[src/hw/cspc_pkg.sv]
// cspc_pkg: register map, field positions, reset values and encodings for the
// clock source / pll configuration block.
// assumes an apb slave with 32-bit data; registers are 8 bits in the low lanes.
package cspc_pkg;
    localparam int          CSPC_AW            = 12;
    // printed offsets are not all multiples of four: kept as indices, byte address = 4 * index
    localparam logic [11:0] CSPC_IDX_PWR_POL   = 12'h010;
    localparam logic [11:0] CSPC_IDX_VCO_CAL   = 12'h018;
    localparam logic [11:0] CSPC_IDX_VDIV_SEL  = 12'h1e0;
    localparam logic [11:0] CSPC_IDX_DIST_SEL  = 12'h1e1;
    localparam logic [11:0] CSPC_IDX_UPDATE    = 12'h232;
    localparam logic [11:0] CSPC_IDX_STATUS    = 12'h233;
    // field positions
    localparam int          CSPC_PWR_LSB       = 0;
    localparam int          CSPC_POL_BIT       = 7;
    localparam int          CSPC_CAL_BIT       = 0;
    localparam int          CSPC_VDIV_LSB      = 0;
    localparam int          CSPC_BYP_BIT       = 0;
    localparam int          CSPC_SRC_BIT       = 1;
    localparam int          CSPC_UPD_BIT       = 0;
    // reset values and the update register write value
    localparam logic [7:0]  CSPC_RST_PWR_POL   = 8'h01;
    localparam logic [7:0]  CSPC_RST_VCO_CAL   = 8'h00;
    localparam logic [7:0]  CSPC_RST_VDIV_SEL  = 8'h02;
    localparam logic [7:0]  CSPC_RST_DIST_SEL  = 8'h00;
    localparam logic [7:0]  CSPC_UPD_VALUE     = 8'h01;
    // encodings
    localparam logic [1:0]  CSPC_PWR_RUN       = 2'h0;
    localparam logic [1:0]  CSPC_PWR_DOWN      = 2'h1;
    localparam logic [2:0]  CSPC_VDIV_MIN      = 3'h0;
    localparam logic [2:0]  CSPC_VDIV_MAX      = 3'h4;
    // timing: calibration busy window
    localparam int          CSPC_CAL_TIME_NS   = 1000;
    localparam int          CSPC_CLK_PERIOD_NS = 10;
    localparam int          CSPC_CAL_CYCLES    = (CSPC_CAL_TIME_NS + CSPC_CLK_PERIOD_NS - 1) / CSPC_CLK_PERIOD_NS;
endpackage : cspc_pkg

[src/hw/cspc_top.sv]
// cspc_top: apb register file with staged/active copies, update strobe,
// pll power, polarity, vco divider, bypass, source select and calibration start.
// assumes one clock pclk (100 MHz) and an apb master with 32-bit data.
//
// The APB interface to the registers was decided locally.
`timescale 1ns/1ns

// Overview of operation
// RULE_01 - power field 01b powers pll down, 00b runs it
// RULE_02 - reset gives pll off, divide by four, divider in path, external clock
// RULE_03 - vco divider field selects divide two to six, 010b is four
// RULE_04 - bypass bit clear routes through divider, set feeds source directly
// RULE_05 - source bit clear picks external clock, set picks internal vco
// RULE_06 - polarity bit clear is positive, set is negative
// RULE_07 - staged values act only after host writes 0x01 to update register
// RULE_08 - calibration started by setting cal bit then update; clear before later runs
// RULE_09 - host powers pll, sets loop, divider, path, source, then calibrates
// RULE_10 - host keeps divider in path with internal vco, limit 1600 MHz
// RULE_11 - host bypasses divider only below 1600 MHz
// RULE_12 - with external vco host powers pll and sets loop registers
// RULE_13 - internal vco stays off when external clock is the source
// RULE_14 - external clock up to 2400 MHz through divider, minimum ratio two
// RULE_15 - eight-bit registers staged, moved to active copy on update write
// RULE_16 - calibration starts on active cal bit rising at an update only
module cspc_top
    import cspc_pkg::*;
#(
    parameter int CAL_CYCLES = cspc_pkg::CSPC_CAL_CYCLES  // calibration busy length
) (
    input  wire logic                         pclk,            // apb clock
    input  wire logic                         presetn,         // async reset, active low
    input  wire logic                         psel,            // apb select
    input  wire logic                         penable,         // apb enable
    input  wire logic                         pwrite,          // apb direction
    input  wire logic [cspc_pkg::CSPC_AW+1:0] paddr,           // apb byte address
    input  wire logic [31:0]                  pwdata,          // apb write data
    input  wire logic [3:0]                   pstrb,           // apb byte strobes
    output logic      [31:0]                  prdata,          // apb read data
    output logic                              pready,          // apb ready
    output logic                              pslverr,         // apb error
    output logic                              pll_powerdown,   // pll in async power-down
    output logic                              pfd_negative,    // phase detector polarity
    output logic      [2:0]                   vco_div_code,    // active divider code
    output logic                              vco_div_bypass,  // divider bypassed
    output logic                              src_internal_vco,// internal vco feeds distribution
    output logic                              int_vco_enable,  // internal vco powered
    output logic                              cal_start,       // one-cycle calibration start
    output logic                              cal_busy         // calibration in progress
);
    import cspc_pkg::*;

    // the busy counter is 16 bits; a zero length would pulse start with no busy window
    if (CAL_CYCLES < 1 || CAL_CYCLES > 65535) begin : g_bad_cal_cycles
        $error("cspc_top: CAL_CYCLES out of range");
    end

    typedef struct packed {
        logic [7:0]  stg_pwr;
        logic [7:0]  stg_cal;
        logic [7:0]  stg_vdiv;
        logic [7:0]  stg_dist;
        logic [7:0]  act_pwr;
        logic [7:0]  act_cal;
        logic [7:0]  act_vdiv;
        logic [7:0]  act_dist;
        logic [15:0] cal_cnt;
        logic        cal_start;
        logic        int_vco;
        logic [31:0] prdata;
        logic        pready;
        logic        pslverr;
        logic        pwr_down;
        logic        busy;
    } cspc_state_t;

    cspc_state_t st;
    cspc_state_t next_st;

    logic [CSPC_AW-1:0] idx;
    logic               word_ok;
    logic               setup;
    logic               wr_go;
    logic               hit;
    logic               upd;

    // register index from byte address; low two bits must be zero
    assign idx     = paddr[CSPC_AW+1:2];
    assign word_ok = (paddr[1:0] == 2'h0);
    assign setup   = psel && !penable;
    assign hit     = word_ok && (idx == CSPC_IDX_PWR_POL || idx == CSPC_IDX_VCO_CAL || idx == CSPC_IDX_VDIV_SEL
                     || idx == CSPC_IDX_DIST_SEL || idx == CSPC_IDX_UPDATE || idx == CSPC_IDX_STATUS);
    // access completes one cycle after setup: pready raised in access phase
    assign wr_go   = psel && penable && st.pready && pwrite && pstrb[0];
    assign upd     = wr_go && hit && idx == CSPC_IDX_UPDATE && pwdata[7:0] == CSPC_UPD_VALUE; // RULE_07

    always_comb begin
        next_st           = st;
        next_st.cal_start = 1'b0;
        next_st.pready    = setup;
        next_st.pslverr   = setup && !hit;
        next_st.prdata    = 32'h0;
        // read data captured at setup so it is steady through the access phase
        if (setup && !pwrite) begin
            case (idx)
                CSPC_IDX_PWR_POL:  next_st.prdata = {24'h0, st.stg_pwr};
                CSPC_IDX_VCO_CAL:  next_st.prdata = {24'h0, st.stg_cal};
                CSPC_IDX_VDIV_SEL: next_st.prdata = {24'h0, st.stg_vdiv};
                CSPC_IDX_DIST_SEL: next_st.prdata = {24'h0, st.stg_dist};
                CSPC_IDX_STATUS:   next_st.prdata = {29'h0, st.cal_cnt != 16'h0, st.int_vco, st.act_pwr[1:0] == CSPC_PWR_DOWN};
                default:           next_st.prdata = 32'h0; // update reads zero, unmapped errors
            endcase
            if (!word_ok) begin
                next_st.prdata = 32'h0;
            end
        end
        // staging writes; the active copy is untouched until an update
        if (wr_go && hit) begin // RULE_15
            case (idx)
                CSPC_IDX_PWR_POL:  next_st.stg_pwr  = pwdata[7:0];
                CSPC_IDX_VCO_CAL:  next_st.stg_cal  = pwdata[7:0];
                CSPC_IDX_VDIV_SEL: next_st.stg_vdiv = pwdata[7:0];
                CSPC_IDX_DIST_SEL: next_st.stg_dist = pwdata[7:0];
                default:           next_st.stg_pwr  = st.stg_pwr;
            endcase
        end
        // update: transfer staging to active, detect calibration bit rising
        if (upd) begin // RULE_07
            next_st.act_pwr  = st.stg_pwr;
            next_st.act_cal  = st.stg_cal;
            next_st.act_vdiv = st.stg_vdiv;
            next_st.act_dist = st.stg_dist;
            if (st.stg_cal[CSPC_CAL_BIT] && !st.act_cal[CSPC_CAL_BIT]) begin // RULE_16 RULE_08
                next_st.cal_start = 1'b1;
                next_st.cal_cnt   = 16'(CAL_CYCLES);
            end
        end
        if (st.cal_cnt != 16'h0 && !next_st.cal_start) begin
            next_st.cal_cnt = st.cal_cnt - 16'h1;
        end
        // internal vco runs only when the pll is on and the vco is the source
        next_st.int_vco = (next_st.act_pwr[1:0] == CSPC_PWR_RUN) && next_st.act_dist[CSPC_SRC_BIT]; // RULE_13
        // registered so the pins come straight from flip-flops, not from a compare
        next_st.pwr_down = (next_st.act_pwr[1:0] == CSPC_PWR_DOWN); // RULE_01
        next_st.busy     = (next_st.cal_cnt != 16'h0);
    end

    always_ff @(posedge pclk or negedge presetn) begin
        if (!presetn) begin
            st          <= '0;
            st.stg_pwr  <= CSPC_RST_PWR_POL;  // RULE_02
            st.stg_cal  <= CSPC_RST_VCO_CAL;
            st.stg_vdiv <= CSPC_RST_VDIV_SEL;
            st.stg_dist <= CSPC_RST_DIST_SEL;
            st.act_pwr  <= CSPC_RST_PWR_POL;
            st.act_cal  <= CSPC_RST_VCO_CAL;
            st.act_vdiv <= CSPC_RST_VDIV_SEL;
            st.act_dist <= CSPC_RST_DIST_SEL;
            st.pwr_down <= 1'b1;  // pll off after reset
        end else begin
            st <= next_st;
        end
    end

    // outputs straight from the state flip-flops: bus registers, active copy, vco enable, calibration start and busy
    assign prdata           = st.prdata;
    assign pready           = st.pready;
    assign pslverr          = st.pslverr;
    assign pll_powerdown    = st.pwr_down;                         // RULE_01
    assign pfd_negative     = st.act_pwr[CSPC_POL_BIT];            // RULE_06
    // out-of-range codes pass through; ratio = code + 2, so at least two
    assign vco_div_code     = st.act_vdiv[CSPC_VDIV_LSB+:3];       // RULE_03 RULE_14
    assign vco_div_bypass   = st.act_dist[CSPC_BYP_BIT];           // RULE_04
    assign src_internal_vco = st.act_dist[CSPC_SRC_BIT];           // RULE_05
    assign int_vco_enable   = st.int_vco;
    assign cal_start        = st.cal_start;
    assign cal_busy         = st.busy;

    // assertions
    property p_upd_transfer;
        @(posedge pclk) disable iff (!presetn)
        upd |=> (st.act_dist == $past(st.stg_dist) && st.act_pwr == $past(st.stg_pwr));
    endproperty
    a_upd_transfer: assert property (p_upd_transfer) else $error("active copy not loaded on update"); // RULE_07

    property p_no_upd_hold;
        @(posedge pclk) disable iff (!presetn)
        !upd |=> $stable(st.act_pwr) && $stable(st.act_vdiv) && $stable(st.act_dist);
    endproperty
    a_no_upd_hold: assert property (p_no_upd_hold) else $error("active copy changed without update"); // RULE_15

    property p_cal_rise;
        @(posedge pclk) disable iff (!presetn)
        cal_start |-> $past(upd) && !$past(st.act_cal[0]) && st.act_cal[0];
    endproperty
    a_cal_rise: assert property (p_cal_rise) else $error("calibration start without rising bit"); // RULE_16

    property p_cal_pulse;
        @(posedge pclk) disable iff (!presetn)
        cal_start |-> cal_busy ##1 !cal_start;
    endproperty
    a_cal_pulse: assert property (p_cal_pulse) else $error("calibration start not a single pulse"); // RULE_08

    property p_pwr_map;
        @(posedge pclk) disable iff (!presetn)
        pll_powerdown == (st.act_pwr[1:0] == 2'h1) && pfd_negative == st.act_pwr[7];
    endproperty
    a_pwr_map: assert property (p_pwr_map) else $error("power or polarity mismatch"); // RULE_01

    property p_vco_off;
        @(posedge pclk) disable iff (!presetn)
        !src_internal_vco |-> !int_vco_enable;
    endproperty
    a_vco_off: assert property (p_vco_off) else $error("internal vco on with external source"); // RULE_13

    property p_reset_vals;
        @(posedge pclk) $rose(presetn) |-> pll_powerdown && vco_div_code == 3'h2 && !vco_div_bypass && !src_internal_vco;
    endproperty
    a_reset_vals: assert property (p_reset_vals) else $error("reset defaults wrong"); // RULE_02

    property p_route;
        @(posedge pclk) disable iff (!presetn)
        upd |=> vco_div_bypass == $past(st.stg_dist[0]) && src_internal_vco == $past(st.stg_dist[1])
                && vco_div_code == $past(st.stg_vdiv[2:0]);
    endproperty
    a_route: assert property (p_route) else $error("routing not taken from update"); // RULE_04 RULE_05 RULE_03

    property p_apb_one_wait;
        @(posedge pclk) disable iff (!presetn)
        (psel && !penable) |=> pready;
    endproperty
    a_apb_one_wait: assert property (p_apb_one_wait) else $error("pready not one cycle after setup");

    property p_reset_out;
        @(posedge pclk)
        (!presetn ##1 !presetn) |-> pll_powerdown && !pready && !cal_start && !cal_busy && !int_vco_enable;
    endproperty
    a_reset_out: assert property (p_reset_out) else $error("outputs not at defaults during reset"); // RULE_02

    property p_pready_pulse;
        @(posedge pclk) disable iff (!presetn)
        pready |=> !pready;
    endproperty
    a_pready_pulse: assert property (p_pready_pulse) else $error("pready stood longer than one cycle");

    property p_err_qual;
        @(posedge pclk) disable iff (!presetn)
        pslverr |-> pready;
    endproperty
    a_err_qual: assert property (p_err_qual) else $error("pslverr without pready");

    property p_rdata_idle;
        @(posedge pclk) disable iff (!presetn)
        !pready |-> prdata == 32'h0;
    endproperty
    a_rdata_idle: assert property (p_rdata_idle) else $error("read data outside the access cycle");

    property p_rdata_width;
        @(posedge pclk) disable iff (!presetn)
        pready |-> prdata[31:8] == 24'h0;
    endproperty
    a_rdata_width: assert property (p_rdata_width) else $error("read data wider than eight bits"); // RULE_15

    property p_stage_pwr;
        @(posedge pclk) disable iff (!presetn)
        (wr_go && hit && idx == CSPC_IDX_PWR_POL) |=> st.stg_pwr == $past(pwdata[7:0]);
    endproperty
    a_stage_pwr: assert property (p_stage_pwr) else $error("staging copy not written"); // RULE_15

    property p_no_strobe;
        @(posedge pclk) disable iff (!presetn)
        (psel && penable && pready && pwrite && !pstrb[0])
            |=> $stable(st.stg_pwr) && $stable(st.stg_cal) && $stable(st.stg_vdiv) && $stable(st.stg_dist);
    endproperty
    a_no_strobe: assert property (p_no_strobe) else $error("write without byte strobe stored"); // RULE_15

    property p_upd_value;
        @(posedge pclk) disable iff (!presetn)
        (wr_go && hit && idx == CSPC_IDX_UPDATE && pwdata[7:0] != CSPC_UPD_VALUE) |=> $stable(st.act_pwr) && $stable(st.act_dist);
    endproperty
    a_upd_value: assert property (p_upd_value) else $error("update taken for a wrong value"); // RULE_07

    property p_busy_load;
        @(posedge pclk) disable iff (!presetn)
        cal_start |-> st.cal_cnt == 16'(CAL_CYCLES);
    endproperty
    a_busy_load: assert property (p_busy_load) else $error("busy window not loaded at start"); // RULE_08

    property p_busy_count;
        @(posedge pclk) disable iff (!presetn)
        cal_busy |=> cal_start || st.cal_cnt == $past(st.cal_cnt) - 16'h1;
    endproperty
    a_busy_count: assert property (p_busy_count) else $error("busy window not counting down"); // RULE_08

    property p_vco_needs_src;
        @(posedge pclk) disable iff (!presetn)
        int_vco_enable |-> src_internal_vco && !pll_powerdown;
    endproperty
    a_vco_needs_src: assert property (p_vco_needs_src) else $error("internal vco on without source or pll"); // RULE_13

    property p_cal_on_rise;
        @(posedge pclk) disable iff (!presetn)
        $rose(st.act_cal[CSPC_CAL_BIT]) |-> cal_start;
    endproperty
    a_cal_on_rise: assert property (p_cal_on_rise) else $error("active cal bit rose without start"); // RULE_16

    property p_cal_held;
        @(posedge pclk) disable iff (!presetn)
        $stable(st.act_cal[CSPC_CAL_BIT]) |-> !cal_start;
    endproperty
    a_cal_held: assert property (p_cal_held) else $error("calibration restarted with bit held"); // RULE_16
endmodule : cspc_top

[config.mk]
export PLATFORM = sky130hd
export DESIGN_NAME = cspc_top
export DESIGN_NICKNAME = d
export VERILOG_FILES = /design/src/hw/cspc_pkg.sv /design/src/hw/cspc_top.sv
export SDC_FILE = /design/constraint.sdc
export NUM_CORES = 1
export LEC_CHECK = 0
export ABC_CLOCK_PERIOD_IN_PS = 3750
export BUFFER_PORTS_ARGS = -buffer_cell sky130_fd_sc_hd__buf_2
export CORE_MARGIN = 3
export CORE_UTILIZATION = 55
export DETAILED_ROUTE_END_ITERATION = 16
export GPL_ROUTABILITY_DRIVEN = 0
export PLACE_DENSITY = 0.84
export SYNTH_ARGS = -nofsm -noshare
export SYNTH_HDL_FRONTEND = slang
export SYNTH_SLANG_ARGS = --single-unit
[constraint.sdc]
create_clock -name pclk -period 3.75 [get_ports pclk]
set_input_delay 0.1875 -clock pclk [delete_from_list [all_inputs] [get_ports pclk]]
set_output_delay 0.1875 -clock pclk [all_outputs]
set_load 0.005 [all_outputs]
==> results.sh <==
export IMPL_run_status="complete, but fails checks"
export IMPL_violations="hold timing"
export IMPL_fin_skew_ps=9.27
export IMPL_rsz0062_at_grt="false"
export IMPL_grt_max_degree=44
export IMPL_avgSynthCellArea_um2=11.3
export IMPL_cap_violations=0
export IMPL_required_ps=3950
export IMPL_dr_pass1_iters=4
export IMPL_cts_buffers=9
export IMPL_clk_latency_ps=340
export IMPL_antenna_left=0
export IMPL_htree_levels=3
export IMPL_fin_crit_ps=2820
export IMPL_cts_sinks=71
export IMPL_num_rows=29
export IMPL_portBuffers=47
export IMPL_grt_usage_pct=21.1
export IMPL_cts_tree="built"
export IMPL_ff2ff_path_depth=8
export IMPL_final_period_utilization_pct=75.3
export IMPL_fmax_mhz=354
export IMPL_synthArstFlopShare_pct=100
export IMPL_io_pins=99
export IMPL_setup_violations=0
export IMPL_synth_cells=328
export IMPL_wl_per_cell_um=16.8
export IMPL_clk_pin_slew_ps=80
export IMPL_leakage_nw=1.85
export IMPL_grt_pass1_vias=2606
export IMPL_finalHoldViolCount=19
export IMPL_report_final_slew_viol_count=0
export IMPL_cts_resized=0
export IMPL_path_class="register to register"
export IMPL_setup_tns_ps=0
export IMPL_cts_hold_buffers=0
export IMPL_cp_end_kind="register"
export IMPL_cts_buffer_depth=2
export IMPL_ys_seq_area_share_pct=48.1
export IMPL_vias=2661
export IMPL_core_um2=6420
export IMPL_synth_flop_cell="dfrtp_1"
export IMPL_worstMarginPinSlew_ps=1130
export IMPL_critPathMaxFanout=5
export IMPL_die_area_um2=7760
export IMPL_die_w_um=88.1
export IMPL_finalNetCount=429
export IMPL_synth_warnings=0
export IMPL_powerDensity_nw_per_um2=367
export IMPL_dpl_hpwl_mm=5.50
export IMPL_root_buffer="clkbuf_8"
export IMPL_final_common_cell="dfrtp_1"
export IMPL_post_cts_buffers=0
export IMPL_start_util_pct=57.7
export IMPL_grt_pass1_wl_mm=12.4
export IMPL_fillers=503
export IMPL_synth_edf_count=0
export IMPL_antenna_cells=0
export IMPL_worst_slack_ps=926
export IMPL_first_iter_violations=114
export IMPL_die_y_um=88.1
export IMPL_syn_area_um2=3710
export IMPL_routed_wl_mm=7.60
export IMPL_ys_seq_elements=71
export IMPL_viasPerCell=5.87
export IMPL_final_layout_size_suffix_gt1_share_pct=33.8
export IMPL_ir_worst_vdd_uv=355
export IMPL_grt_ovfl_total=0
export IMPL_place_ws_ps=980
export IMPL_ys_types=56
export IMPL_slew_headroom_pct=24.0
export IMPL_post_route_drc_count=0
export IMPL_final_cell_mix="dfrtp_1 (66), buf_2 (47), mux2_2 (37), nor2_1 (32), conb_1 (24)"
export IMPL_crit_path_start_kind="register"
export IMPL_worstPathArrival_ps=3030
export IMPL_min_path_type="input pin to async pin"
export IMPL_holdWs_ps=-10.2
export IMPL_area_growth_pct=9.76
export IMPL_antenna_found_initial=0
==> final timing paths <==
path | start | endpoint | slack (ps)
worst max-delay path | st[38] | cal_busy | 930
worst max register to register | st[38] | cal_busy | 930
worst min-delay path | presetn | pslverr | -10
max in group asynchronous | presetn | st[115] | 2840
min in group pclk | penable | pready | 60
worst min register to register | st[113] | st[113] | 510
==> worst max-delay path, cell delays in order, from the launching register on <==
cell and delay [ps]:
dfrtp_1 420, inv_1 130, ha_1 160, or4b_4 510
nor4_4 380, nor2_1 150, nor4b_1 370, nand4_1 150
or4_1 430
==> cell families after synthesis <==
family | count (synthesis) | share of synthesized area, %
AND/OR/NAND/NOR | 113 | 19.2
flip-flops | 71 | 48.1
buffers and inverters | 45 | 8.78
multiplexers | 44 | 13.3
AO/OA/AOI/OAI | 42 | 7.53
XOR/XNOR | 10 | 2.36
adder cells (fa/ha/maj) | 2 | 0.675
other | 1 | 0.101
==> where the power goes <==
group / switching (mW) / leakage (nW) / internal, mW / total, mW
logic: 0.0370 / 0.824 / 0.0153 / 0.0523
clock network: 0.282 / 0.112 / 0.390 / 0.672
registers: 0.000455 / 0.910 / 0.767 / 0.767
total: 0.319 / 1.85 / 1.17 / 1.49
==> sequential cells by signal (all words and copies together), names as in the netlist <==
name and flops:
pfd_negative 1, pll_powerdown 1, vco_div_code 3, prdata 8
cal_start 1, st 51, pready 1, src_internal_vco 1
vco_div_bypass 1, cal_busy 1, pslverr 1, int_vco_enable 1
==> metal layers <==
metal	share of wire (%)	global-route usage [%]	vias up
li1	-	-	1222
met1	40	25.1	1333
met3	5.6	7.34	14
met4	1.6	6.73	0
met2	53	36.0	92
met5	0	0	-
==> through the flow <==
stage / util (%) / total power, mW / instances / instance area, um^2
global placement: 59.9 / 0.833 / 438 / 3850
detailed placement: 59.9 / 0.834 / 438 / 3850
global route: 63.3 / 1.55 / 453 / 4070
finish: 63.3 / 1.49 / 453 / 4070
floorplan: - / 0.814 / 351 / 3790
CTS: 63.3 / 1.50 / 453 / 4070
==> area by class of cell <==
| class | count | area [um^2] | share of cell area [%] |
|---|---|---|---|
| Clock buffer | 10 | 138 | 3.38 |
| Clock inverter | 5 | 82.6 | 2.03 |
| Inverter | 3 | 11.3 | 0.277 |
| Multi-Input combinational cell | 235 | 1680 | 41.4 |
| Sequential cell | 71 | 1780 | 43.8 |
| Tap cell | 77 | 96.3 | 2.37 |
| Timing Repair Buffer | 52 | 273 | 6.71 |
==> synthesized netlist by cell type, types with 6 or more instances <==
cell / count / share of area, %
mux2_2: 37 / 11
nor3_1: 6 / 0.81
xor2_1: 6 / 1.4
dfrtp_1: 66 / 45
nor4_1: 6 / 1.0
nand4_1: 7 / 1.2
nor2_1: 32 / 3.2
buf_4: 35 / 7.1
a22oi_1: 12 / 2.4
a21oi_1: 12 / 1.6
nand2_1: 9 / 0.91
o21ai_0: 6 / 0.81
Note: power is estimated with default switching activity, not from simulation.
